## src/npk_regs.svh

```systemverilog
// Register offsets, field positions, reset values and codes of the protection block
`ifndef NPK_REGS_SVH
`define NPK_REGS_SVH

`define NPK_OFS_CONFIG 8'h00
`define NPK_OFS_PROT 8'h04
`define NPK_OFS_STATUS 8'h08
`define NPK_OFS_MASK 8'h0c

`define NPK_CFG_PAGE_BIT 6
`define NPK_CFG_KEY_BIT 5
`define NPK_CFG_RESET 8'h00
`define NPK_CFG_WMASK 8'h60

`define NPK_PROT_EEP_HI 7
`define NPK_PROT_EEP_LO 6
`define NPK_PROT_FLP_HI 5
`define NPK_PROT_FLP_LO 0
`define NPK_PROT_RESET 8'hff

`define NPK_ST_VIOL_BIT 5
`define NPK_ST_MASS_BIT 4
`define NPK_ST_KEY_BIT 1
`define NPK_ST_PREF_BIT 0
`define NPK_ST_WMASK 8'h33
`define NPK_ST_RESET 8'h00

`define NPK_KEY_BASE 16'hffb0
`define NPK_KEY_TOP 16'hffb7

`define NPK_CMD_BYTE_PROG 8'h20
`define NPK_CMD_BURST_PROG 8'h25
`define NPK_CMD_SECT_ERASE 8'h40
`define NPK_CMD_MASS_ERASE 8'h41

`define NPK_EEP_NONE 2'h3
`define NPK_EEP_BASE_2 16'h17f0
`define NPK_EEP_BASE_1 16'h17e0
`define NPK_EEP_BASE_0 16'h17c0
`define NPK_FLP_NONE 6'h3f
`define NPK_FLP_ALL_TOP 6'h18
`define NPK_FLP_STEP 17'h00600
`define NPK_FLASH_END 17'h10000

`endif

```

## src/npk_pkg.sv

```systemverilog
// Types shared by the protection control block
`default_nettype none
package npk_pkg;
   typedef logic [7:0] npk_byte_t;
   typedef logic [15:0] npk_addr_t;
   typedef enum logic [1:0]
   {
      NPK_LOAD = 2'b01,
      NPK_RUN = 2'b10
   } npk_state_e;
endpackage
`default_nettype wire

```

## src/npk_sticky.sv

```systemverilog
// Sticky event bits with write-one-to-clear; a set beats a clear
`default_nettype none
module npk_sticky #(
   parameter int W = 8
) (
   input wire logic pclk,
   input wire logic presetn,
   input wire logic [W-1:0] set,
   input wire logic [W-1:0] clr,
   output logic [W-1:0] flags
);
   if (W < 1)
   begin : g_bad_w
      $error("npk_sticky: W must be at least 1");
   end

   always_ff @(posedge pclk or negedge presetn)
   begin
      if (!presetn)
         flags <= '0;
      else
         flags <= (flags & ~clr) | set;
   end
endmodule // npk_sticky
`default_nettype wire

```

## src/npk_prot_decode.sv

```systemverilog
// Decodes the protection codes into a hit test for one address
`default_nettype none
`include "npk_regs.svh"
module npk_prot_decode (
   input wire logic [1:0] eeprom_protect_code,
   input wire logic [5:0] flash_protect_code,
   input wire npk_pkg::npk_addr_t addr,
   input wire logic is_eeprom,
   output logic hit,
   output logic any_protected
);
   import npk_pkg::*;
   logic [16:0] flash_low;
   logic eeprom_hit;
   logic flash_hit;

   always_comb
   begin
      flash_low = `NPK_FLASH_END
         - 17'(({11'h000, `NPK_FLP_NONE - flash_protect_code}) * `NPK_FLP_STEP);
      if (flash_protect_code == `NPK_FLP_NONE)
         flash_hit = 1'b0;
      else if (flash_protect_code <= `NPK_FLP_ALL_TOP)
         flash_hit = 1'b1;
      else
         flash_hit = {1'b0, addr} >= flash_low;
   end

   always_comb
   begin
      unique case (eeprom_protect_code)
         2'h2: eeprom_hit = addr >= `NPK_EEP_BASE_2 && addr <= 16'h17ff;
         2'h1: eeprom_hit = addr >= `NPK_EEP_BASE_1 && addr <= 16'h17ff;
         2'h0: eeprom_hit = addr >= `NPK_EEP_BASE_0 && addr <= 16'h17ff;
         2'h3: eeprom_hit = 1'b0;
      endcase
   end

   assign hit = is_eeprom ? eeprom_hit : flash_hit;
   assign any_protected = (eeprom_protect_code != `NPK_EEP_NONE)
      || (flash_protect_code != `NPK_FLP_NONE);
endmodule // npk_prot_decode
`default_nettype wire

```

## src/npk_ctrl.sv

```systemverilog
// Configuration, protection and key routing for the nonvolatile memory controller
//
// Implementation choices: register access over APB and the placing of the registers.
`default_nettype none
`include "npk_regs.svh"
module npk_ctrl #(
   parameter int ADDR_W = 8
) (
   input wire logic pclk,
   input wire logic presetn,
   input wire logic [ADDR_W-1:0] paddr,
   input wire logic psel,
   input wire logic penable,
   input wire logic pwrite,
   input wire logic [31:0] pwdata,
   input wire logic [3:0] pstrb,
   output logic [31:0] prdata,
   output logic pready,
   output logic pslverr,
   input wire npk_pkg::npk_byte_t protection_nv_image,
   input wire logic dbg_prot_wr,
   input wire npk_pkg::npk_byte_t dbg_prot_data,
   input wire logic mem_wr_valid,
   input wire npk_pkg::npk_addr_t mem_wr_addr,
   input wire npk_pkg::npk_byte_t mem_wr_data,
   output logic key_wr,
   output logic [2:0] key_index,
   output npk_pkg::npk_byte_t key_data,
   output logic cmd_seq_start,
   input wire logic cmd_valid,
   input wire npk_pkg::npk_byte_t cmd_code,
   input wire npk_pkg::npk_addr_t cmd_addr,
   input wire logic cmd_is_eeprom,
   output logic cmd_launch,
   output logic cmd_blocked,
   output logic eeprom_page_select,
   output logic key_write_enable,
   output logic [1:0] eeprom_protect_code,
   output logic [5:0] flash_protect_code,
   output logic mass_erase_allowed,
   output logic irq
);
   import npk_pkg::*;

   // Refuse address widths the offset decode cannot serve
   if (ADDR_W < 5 || ADDR_W > 32)
   begin : g_bad_addr_w
      $error("npk_ctrl: ADDR_W must lie in 5..32");
   end

   npk_state_e state_reg;
   npk_byte_t cfg_reg;
   npk_byte_t nvm_protection_reg;
   npk_byte_t mask_reg;
   npk_byte_t status_flags;
   npk_byte_t status_set;
   npk_byte_t status_clr;
   logic ready_reg;
   logic err_reg;
   logic [7:0] off;
   logic mapped;
   logic apb_wr;
   logic key_hit;
   logic prot_hit;
   logic any_prot;
   logic is_pe_cmd;
   logic apb_prot_wr;
   logic apb_prot_ok;
   logic dbg_prot_ok;
   logic run;

   assign run = state_reg == NPK_RUN;
   assign off = 8'(paddr);
   assign mapped = off == `NPK_OFS_CONFIG || off == `NPK_OFS_PROT
      || off == `NPK_OFS_STATUS || off == `NPK_OFS_MASK;
   assign apb_wr = psel && penable && pready && pwrite && !pslverr && pstrb[0];
   assign apb_prot_wr = apb_wr && off == `NPK_OFS_PROT;

   // Reset load sequence
   always_ff @(posedge pclk or negedge presetn)
   begin
      if (!presetn)
         state_reg <= NPK_LOAD;
      else
      begin
         unique case (state_reg)
            NPK_LOAD: state_reg <= NPK_RUN;
            NPK_RUN: state_reg <= NPK_RUN;
            default: state_reg <= NPK_LOAD;
         endcase
      end
   end

   // APB answer: one wait state, held off during the load
   always_ff @(posedge pclk or negedge presetn)
   begin
      if (!presetn)
      begin
         ready_reg <= 1'b0;
         err_reg <= 1'b0;
         prdata <= 32'h0000_0000;
      end
      else
      begin
         ready_reg <= psel && penable && !ready_reg && run;
         err_reg <= psel && penable && !ready_reg && run && !mapped;
         if (psel && penable && !ready_reg && run && !pwrite)
         begin
            unique case (off)
               `NPK_OFS_CONFIG: prdata <= {24'h000000, cfg_reg};
               `NPK_OFS_PROT: prdata <= {24'h000000, nvm_protection_reg};
               `NPK_OFS_STATUS: prdata <= {24'h000000, status_flags};
               `NPK_OFS_MASK: prdata <= {24'h000000, mask_reg};
               default: prdata <= 32'h0000_0000;
            endcase
         end
      end
   end
   assign pready = ready_reg;
   assign pslverr = err_reg;

   always_ff @(posedge pclk or negedge presetn)
   begin
      if (!presetn)
         cfg_reg <= `NPK_CFG_RESET;
      else if (apb_wr && off == `NPK_OFS_CONFIG)
         cfg_reg <= pwdata[7:0] & `NPK_CFG_WMASK;
   end

   always_ff @(posedge pclk or negedge presetn)
   begin
      if (!presetn)
         mask_reg <= 8'h00;
      else if (apb_wr && off == `NPK_OFS_MASK)
         mask_reg <= pwdata[7:0] & `NPK_ST_WMASK;
   end

   assign eeprom_page_select = cfg_reg[`NPK_CFG_PAGE_BIT];
   assign key_write_enable = cfg_reg[`NPK_CFG_KEY_BIT];

   assign apb_prot_ok =
      pwdata[`NPK_PROT_EEP_HI:`NPK_PROT_EEP_LO] <= eeprom_protect_code
      && pwdata[`NPK_PROT_FLP_HI:`NPK_PROT_FLP_LO] <= flash_protect_code;
   assign dbg_prot_ok =
      dbg_prot_data[`NPK_PROT_EEP_HI:`NPK_PROT_EEP_LO] <= eeprom_protect_code
      && dbg_prot_data[`NPK_PROT_FLP_HI:`NPK_PROT_FLP_LO] <= flash_protect_code;

   // image load, widening writes; debug wins a tie
   always_ff @(posedge pclk or negedge presetn)
   begin
      if (!presetn)
         nvm_protection_reg <= `NPK_PROT_RESET;
      else if (state_reg == NPK_LOAD)
         nvm_protection_reg <= protection_nv_image;
      else if (dbg_prot_wr && dbg_prot_ok)
         nvm_protection_reg <= dbg_prot_data;
      else if (apb_prot_wr && apb_prot_ok)
         nvm_protection_reg <= pwdata[7:0];
   end
   assign eeprom_protect_code = nvm_protection_reg[`NPK_PROT_EEP_HI:`NPK_PROT_EEP_LO];
   assign flash_protect_code = nvm_protection_reg[`NPK_PROT_FLP_HI:`NPK_PROT_FLP_LO];

   assign key_hit = mem_wr_addr >= `NPK_KEY_BASE && mem_wr_addr <= `NPK_KEY_TOP;
   always_ff @(posedge pclk or negedge presetn)
   begin
      if (!presetn)
      begin
         key_wr <= 1'b0;
         key_index <= 3'h0;
         key_data <= 8'h00;
         cmd_seq_start <= 1'b0;
      end
      else
      begin
         key_wr <= mem_wr_valid && run && key_hit && key_write_enable;
         cmd_seq_start <= mem_wr_valid && run && !(key_hit && key_write_enable);
         if (mem_wr_valid && key_hit && key_write_enable)
         begin
            key_index <= mem_wr_addr[2:0];
            key_data <= mem_wr_data;
         end
      end
   end

   npk_prot_decode u_decode (
      .eeprom_protect_code(eeprom_protect_code),
      .flash_protect_code(flash_protect_code),
      .addr(cmd_addr),
      .is_eeprom(cmd_is_eeprom),
      .hit(prot_hit),
      .any_protected(any_prot)
   );
   assign mass_erase_allowed = !any_prot;

   assign is_pe_cmd = cmd_code == `NPK_CMD_BYTE_PROG || cmd_code == `NPK_CMD_BURST_PROG
      || cmd_code == `NPK_CMD_SECT_ERASE;

   always_ff @(posedge pclk or negedge presetn)
   begin
      if (!presetn)
      begin
         cmd_launch <= 1'b0;
         cmd_blocked <= 1'b0;
      end
      else
      begin
         cmd_blocked <= cmd_valid && run && ((is_pe_cmd && prot_hit)
            || (cmd_code == `NPK_CMD_MASS_ERASE && any_prot));
         cmd_launch <= cmd_valid && run && !((is_pe_cmd && prot_hit)
            || (cmd_code == `NPK_CMD_MASS_ERASE && any_prot));
      end
   end

   // Event sources for the status register
   always_comb
   begin
      status_set = 8'h00;
      status_set[`NPK_ST_VIOL_BIT] = cmd_valid && run && ((is_pe_cmd && prot_hit)
         || (cmd_code == `NPK_CMD_MASS_ERASE && any_prot));
      status_set[`NPK_ST_MASS_BIT] = cmd_valid && run
         && cmd_code == `NPK_CMD_MASS_ERASE && any_prot;
      status_set[`NPK_ST_KEY_BIT] = mem_wr_valid && run && key_hit && key_write_enable;
      status_set[`NPK_ST_PREF_BIT] = (apb_prot_wr && !apb_prot_ok)
         || (run && dbg_prot_wr && !dbg_prot_ok);
   end
   assign status_clr = (apb_wr && off == `NPK_OFS_STATUS) ?
      (pwdata[7:0] & `NPK_ST_WMASK) : 8'h00;

   npk_sticky #(.W(8)) u_status (
      .pclk(pclk),
      .presetn(presetn),
      .set(status_set),
      .clr(status_clr),
      .flags(status_flags)
   );

   assign irq = |(status_flags & mask_reg);

   // Checks
   localparam npk_addr_t KEY_ADDR = `NPK_KEY_BASE;

   property p_page_follows_write;
      @(posedge pclk) disable iff (!presetn)
      apb_wr && off == `NPK_OFS_CONFIG |=> eeprom_page_select == $past(pwdata[6]);
   endproperty
   a_page_follows_write: assert property (p_page_follows_write)
      else $error("page select does not follow the config write");

   property p_key_as_cmd;
      @(posedge pclk) disable iff (!presetn)
      mem_wr_valid && run && key_hit && !key_write_enable |=> cmd_seq_start && !key_wr;
   endproperty
   a_key_as_cmd: assert property (p_key_as_cmd)
      else $error("key address write did not start a command");

   property p_key_as_key;
      @(posedge pclk) disable iff (!presetn)
      mem_wr_valid && run && key_hit && key_write_enable
      |=> key_wr && !cmd_seq_start && key_index == $past(mem_wr_addr[2:0]);
   endproperty
   a_key_as_key: assert property (p_key_as_key)
      else $error("key write was not routed as a key value");

   property p_image_load;
      @(posedge pclk) disable iff (!presetn)
      state_reg == NPK_LOAD |=> nvm_protection_reg == $past(protection_nv_image) && run;
   endproperty
   a_image_load: assert property (p_image_load)
      else $error("protection not loaded from the image");

   property p_no_shrink;
      @(posedge pclk) disable iff (!presetn)
      run && !dbg_prot_wr && apb_prot_wr && !apb_prot_ok |=> $stable(nvm_protection_reg);
   endproperty
   a_no_shrink: assert property (p_no_shrink)
      else $error("a shrinking protection write was taken");

   property p_grow_taken;
      @(posedge pclk) disable iff (!presetn)
      run && !dbg_prot_wr && apb_prot_wr && apb_prot_ok
      |=> nvm_protection_reg == $past(pwdata[7:0]);
   endproperty
   a_grow_taken: assert property (p_grow_taken)
      else $error("a widening protection write was lost");

   property p_dbg_write;
      @(posedge pclk) disable iff (!presetn)
      run && dbg_prot_wr && dbg_prot_ok |=> nvm_protection_reg == $past(dbg_prot_data);
   endproperty
   a_dbg_write: assert property (p_dbg_write)
      else $error("debug protection write was lost");

   property p_viol_flag;
      @(posedge pclk) disable iff (!presetn)
      cmd_valid && run && is_pe_cmd && prot_hit
      |=> cmd_blocked && !cmd_launch && status_flags[`NPK_ST_VIOL_BIT];
   endproperty
   a_viol_flag: assert property (p_viol_flag)
      else $error("protected command not blocked or flagged");

   property p_mass_refused;
      @(posedge pclk) disable iff (!presetn)
      cmd_valid && run && cmd_code == `NPK_CMD_MASS_ERASE && any_prot
      |=> cmd_blocked && !cmd_launch;
   endproperty
   a_mass_refused: assert property (p_mass_refused)
      else $error("mass erase launched under protection");

   property p_mass_code;
      @(posedge pclk) disable iff (!presetn)
      cmd_valid && run && cmd_code == 8'h41 && !any_prot |=> cmd_launch;
   endproperty
   a_mass_code: assert property (p_mass_code)
      else $error("unprotected mass erase not launched");

   property p_viol_sticky;
      @(posedge pclk) disable iff (!presetn)
      status_flags[`NPK_ST_VIOL_BIT] && !(apb_wr && off == `NPK_OFS_STATUS)
      |=> status_flags[`NPK_ST_VIOL_BIT];
   endproperty
   a_viol_sticky: assert property (p_viol_sticky)
      else $error("violation flag dropped without a clear");

   property p_eeprom_top;
      @(posedge pclk) disable iff (!presetn)
      cmd_valid && run && is_pe_cmd && cmd_is_eeprom && cmd_addr == 16'h17f0
      && eeprom_protect_code != `NPK_EEP_NONE |=> cmd_blocked;
   endproperty
   a_eeprom_top: assert property (p_eeprom_top)
      else $error("protected eeprom address not blocked");

   property p_flash_all;
      @(posedge pclk) disable iff (!presetn)
      cmd_valid && run && is_pe_cmd && !cmd_is_eeprom && flash_protect_code <= 6'h18
      |=> cmd_blocked;
   endproperty
   a_flash_all: assert property (p_flash_all)
      else $error("fully protected flash not blocked");

   c_key_write: cover property (@(posedge pclk) disable iff (!presetn)
      mem_wr_valid && mem_wr_addr == KEY_ADDR && key_write_enable);
   c_mass_block: cover property (@(posedge pclk) disable iff (!presetn)
      cmd_blocked && status_flags[`NPK_ST_MASS_BIT]);
   c_prot_grow: cover property (@(posedge pclk) disable iff (!presetn)
      apb_prot_wr && apb_prot_ok);
   c_irq: cover property (@(posedge pclk) disable iff (!presetn) irq);
endmodule // npk_ctrl
`default_nettype wire

```

## config.mk

```make
export PLATFORM = sky130hd
export DESIGN_NAME = npk_ctrl
export DESIGN_NICKNAME = d
export VERILOG_FILES = /design/src/npk_pkg.sv /design/src/npk_sticky.sv /design/src/npk_prot_decode.sv /design/src/npk_ctrl.sv
export VERILOG_INCLUDE_DIRS = /design/src
export SDC_FILE = /design/constraint.sdc
export NUM_CORES = 1
export LEC_CHECK = 0
export ABC_AREA = 1
export BUFFER_PORTS_ARGS = -buffer_cell sky130_fd_sc_hd__buf_2
export CORE_MARGIN = 2
export CORE_UTILIZATION = 26
export DETAILED_ROUTE_END_ITERATION = 8
export GPL_TIMING_DRIVEN = 1
export PLACE_DENSITY = 0.57
export RECOVER_POWER = 25
export SLEW_MARGIN = 20
export SYNTH_ARGS = -nofsm -noshare
export SYNTH_HDL_FRONTEND = slang
export SYNTH_SLANG_ARGS = --single-unit
export TNS_END_PERCENT = 10
```

## constraint.sdc

```tcl
create_clock -name pclk -period 4.32 [get_ports pclk]
set_clock_uncertainty 0.2 [all_clocks]
set_input_delay 0.864 -clock pclk [delete_from_list [all_inputs] [get_ports pclk]]
set_output_delay 0.864 -clock pclk [all_outputs]
set_load 0.02 [all_outputs]
```

==> impl_results.md <==
* Count leader, synth: nand2_1
* Worst Path Buf+Inv at 5
* Top delay family on crit path: simple AND/OR/NAND/NOR gates
* Cts repair resizes at 0
* Synth Warn # at 0
* Worst path most repeated cell: nand2_1
* Type of the most critical hold path: reg2reg
* Hold buffers post-CTS at 0
* Post-route ant nets at 0
* Complex-gate fraction of the synthesized area at 12.67%
* Gate power share at 59.1%
* CP Capture Type: flip-flop
* Critical path required time at 4290 ps
* Switching Fraction at 46.31%
* Pint at 1.207 mW
* Routability cong. at 0.8635
* Placement row count at 42
* Tmin final at 3704 ps
* Clk sinks at 45
* Worst-path fanout max at 6
* Via count at 3334
* Mux cell area share after synthesis at 3.780%
* Switching power at 1.041 mW
* Gr usage total at 13.24%
* Post-Synth Simple-Gate Area at 23.42%
* Share of post-route cells with drive strength above 1 at 28.15%
* Inst Count DP at 747
* Ys async rst share at 100.0%
* Fraction of the mapped netlist area in adder cells at 13.51%
* CTS tree: yes
* Die width at 121.3 µm
* Post-synth top area share at 25.20%
* P per Cell Area at 507.8 mW/mm²
* Outcome: finished with violations
* Placeable Area at 0.01335 mm²
* Main flop type after synthesis: dfrtp_1
* RSZ-0062 raised after global routing: no
* Clock power share at 16.3%
* Main combinational cell family by area after synthesis: simple AND/OR/NAND/NOR gates
* Layout overhead on the synthesized area at 23.84%
* Avg Cell Area, Syn at 7.909 µm²
* Peak supply drop at 0.1884 mV
* First-pass GRT wire length at 15370 µm
* Lkg Pwr at 2.436 nW
* Drt pass-1 iters at 4
* CTS max path bufs at 2
* CTS H-Tree Depth at 2
* WS Path Type: reg2reg
* Initial DRC Count at 108
* Total die area at 0.01470 mm²
* Least-Margin Pin Slew at 2389 ps
* Largest net degree at the start of global routing at 46
* Setup bufs post-CTS at 0
* Final Max Tran Viols at 46
* #FFs+latches synth at 45
* TritonCTS Buffers at 5
* Max Freq at 270.0 MHz
* I/O Buffers at 126
* Seq pwr share at 24.6%
* DR WL/cell at 12.81 µm
* DRT Wirelength at 9668 µm
* Cell Area, Synth at 0.003575 mm²
* Clk slew on worst S/H paths at 60 ps
* Congestion Overflow GR at 0
* Number of max-cap violations at 1
* Crit path DAT at 3670 ps
* Vias in the first global route at 3209
* Slew HR at -59.27%
* Synth area leader: dfrtp_1
* Period utilization at 85.73%
* Final setup TNS at 0 ps
* Largest cells by area after synthesis: dfrtp_1 (25%), ha_1 (13%), nand2_1 (9.8%)
* Post-synth EDFFs at 0
* Initial cell density of the core at 26.78%
* Final hold vios at 0
* Num ports at 178
* DP HPWL at 8092 µm
* Synth top cells by count: nand2_1 (93), inv_1 (64), ha_1 (37)
* Final setup violation count at 0
* Synth cell types at 44
* Failing checks: capacitance limit, slew limit
* Clock Tree Root: clkbuf_16
* Number of diodes at 0
* Number of vias per cell at 4.416
* Drt drc at 0
* Crit-path slowest cell: fa_1
* Die height at 121.3 µm
* Share of the yosys chip area belonging to registers at 31.82%
* Cells after Synth at 452
* Nets at 733
* Clock insertion delay at the later pin of the skew report at 280 ps
* Initial antenna violation count at 1
* XOR/XNOR Fraction of Synth Area at 1.470%
* Final Non-Filler Cells at 755
* CP peak stage delay at 530 ps
* CP Launch Type: flip-flop
logic make-up (layout without fill, tap and decap cells):
| family | after synthesis | count (layout) |
|---|---|---|
| buffers and inverters | 98 | 202 |
| other | 1 | 24 |
| adders and majority gates | 38 | 38 |
| AOI/OAI and AO/OA | 77 | 77 |
| DFF | 45 | 45 |
| xor gates and xnor gates | 6 | 6 |
| muxes | 12 | 12 |
| and+or+nand+nor | 175 | 175 |
metal layers:
metal / part of all wire (%) / GRT usage, % / wire length [µm] / vias up
li1: - / - / - / 1697
met1: 41 / 15.00 / 3916 / 1518
met2: 51 / 24.72 / 4960 / 107
met3: 7.0 / 3.336 / 675 / 10
met4: 1.1 / 3.161 / 104 / 2
met5: 0.11 / 0 / 11 / -
power by group through the flow:
stage	clock network [mW]	registers [mW]	logic, mW
6_report	0.366	0.553	1.33
5_1_grt	0.391	0.560	1.51
4_1_cts	0.378	0.553	1.34
3_5_place_dp	0	0.560	1.33
3_3_place_gp	0	0.559	1.29
2_1_floorplan	0	0.594	0.989
through the flow:
step	setup slack (ps)	cell area [µm²]	power (mW)	hold slack [ps]	util, %
4_1_cts	571.2	4434	2.270	291.1	33.22
3_5_place_dp	585.2	4294	1.889	268.4	32.17
2_1_floorplan	1006	3661	1.583	274.2	-
3_3_place_gp	635.6	4294	1.849	266.0	32.17
5_1_grt	297.7	4427	2.461	316.8	33.16
6_report	616.3	4427	2.248	286.2	33.16
path summary, 6_finish.rpt:
| check | start | endpoint | slack (ps) | cells after the start |
|---|---|---|---|---|
| worst max register to register | nvm_protection_reg[0] | u_status.flags[5] | 620 | 26 |
| worst min register to register | prdata[4] | prdata[4] | 290 | 2 |
| min in group asynchronous | presetn | cmd_launch | 1110 | 1 |
| worst max-delay path | nvm_protection_reg[0] | u_status.flags[5] | 620 | 26 |
| max in group asynchronous | presetn | key_index[1] | 1460 | 1 |
| worst min-delay path | prdata[4] | prdata[4] | 290 | 2 |
tightest hold or removal path, stage by stage, from the launching register on:
cell and delay (ps):
dfrtp_1 340, nand2_1 50, o21ai_0 60
cells in the final DEF (no fill, tap or decap), drive strengths merged, types with 4 or more instances in the layout:
cell type	instances
a21oi	15
nand3	25
inv	68
nor3	5
nand4	8
ha	37
a221oi	4
clkbuf	8
o31ai	4
dfrtp	36
buf	125
nand2	94
o21ai	44
mux2	12
conb	24
nor4	5
nor2	33
o211ai	5
dfstp	9
area by class of cell:
cell class	count	area, µm²
Fill cell	1448	8921
Clock buffer	7	132.6
Timing Repair Buffer	126	629.4
Tap cell	176	220.2
Clock inverter	1	7.507
Sequential cell	45	1137
Multi-Input combinational cell	332	2044
Inverter	68	255.2
No activity file was read; power rests on OpenSTA's default activity.
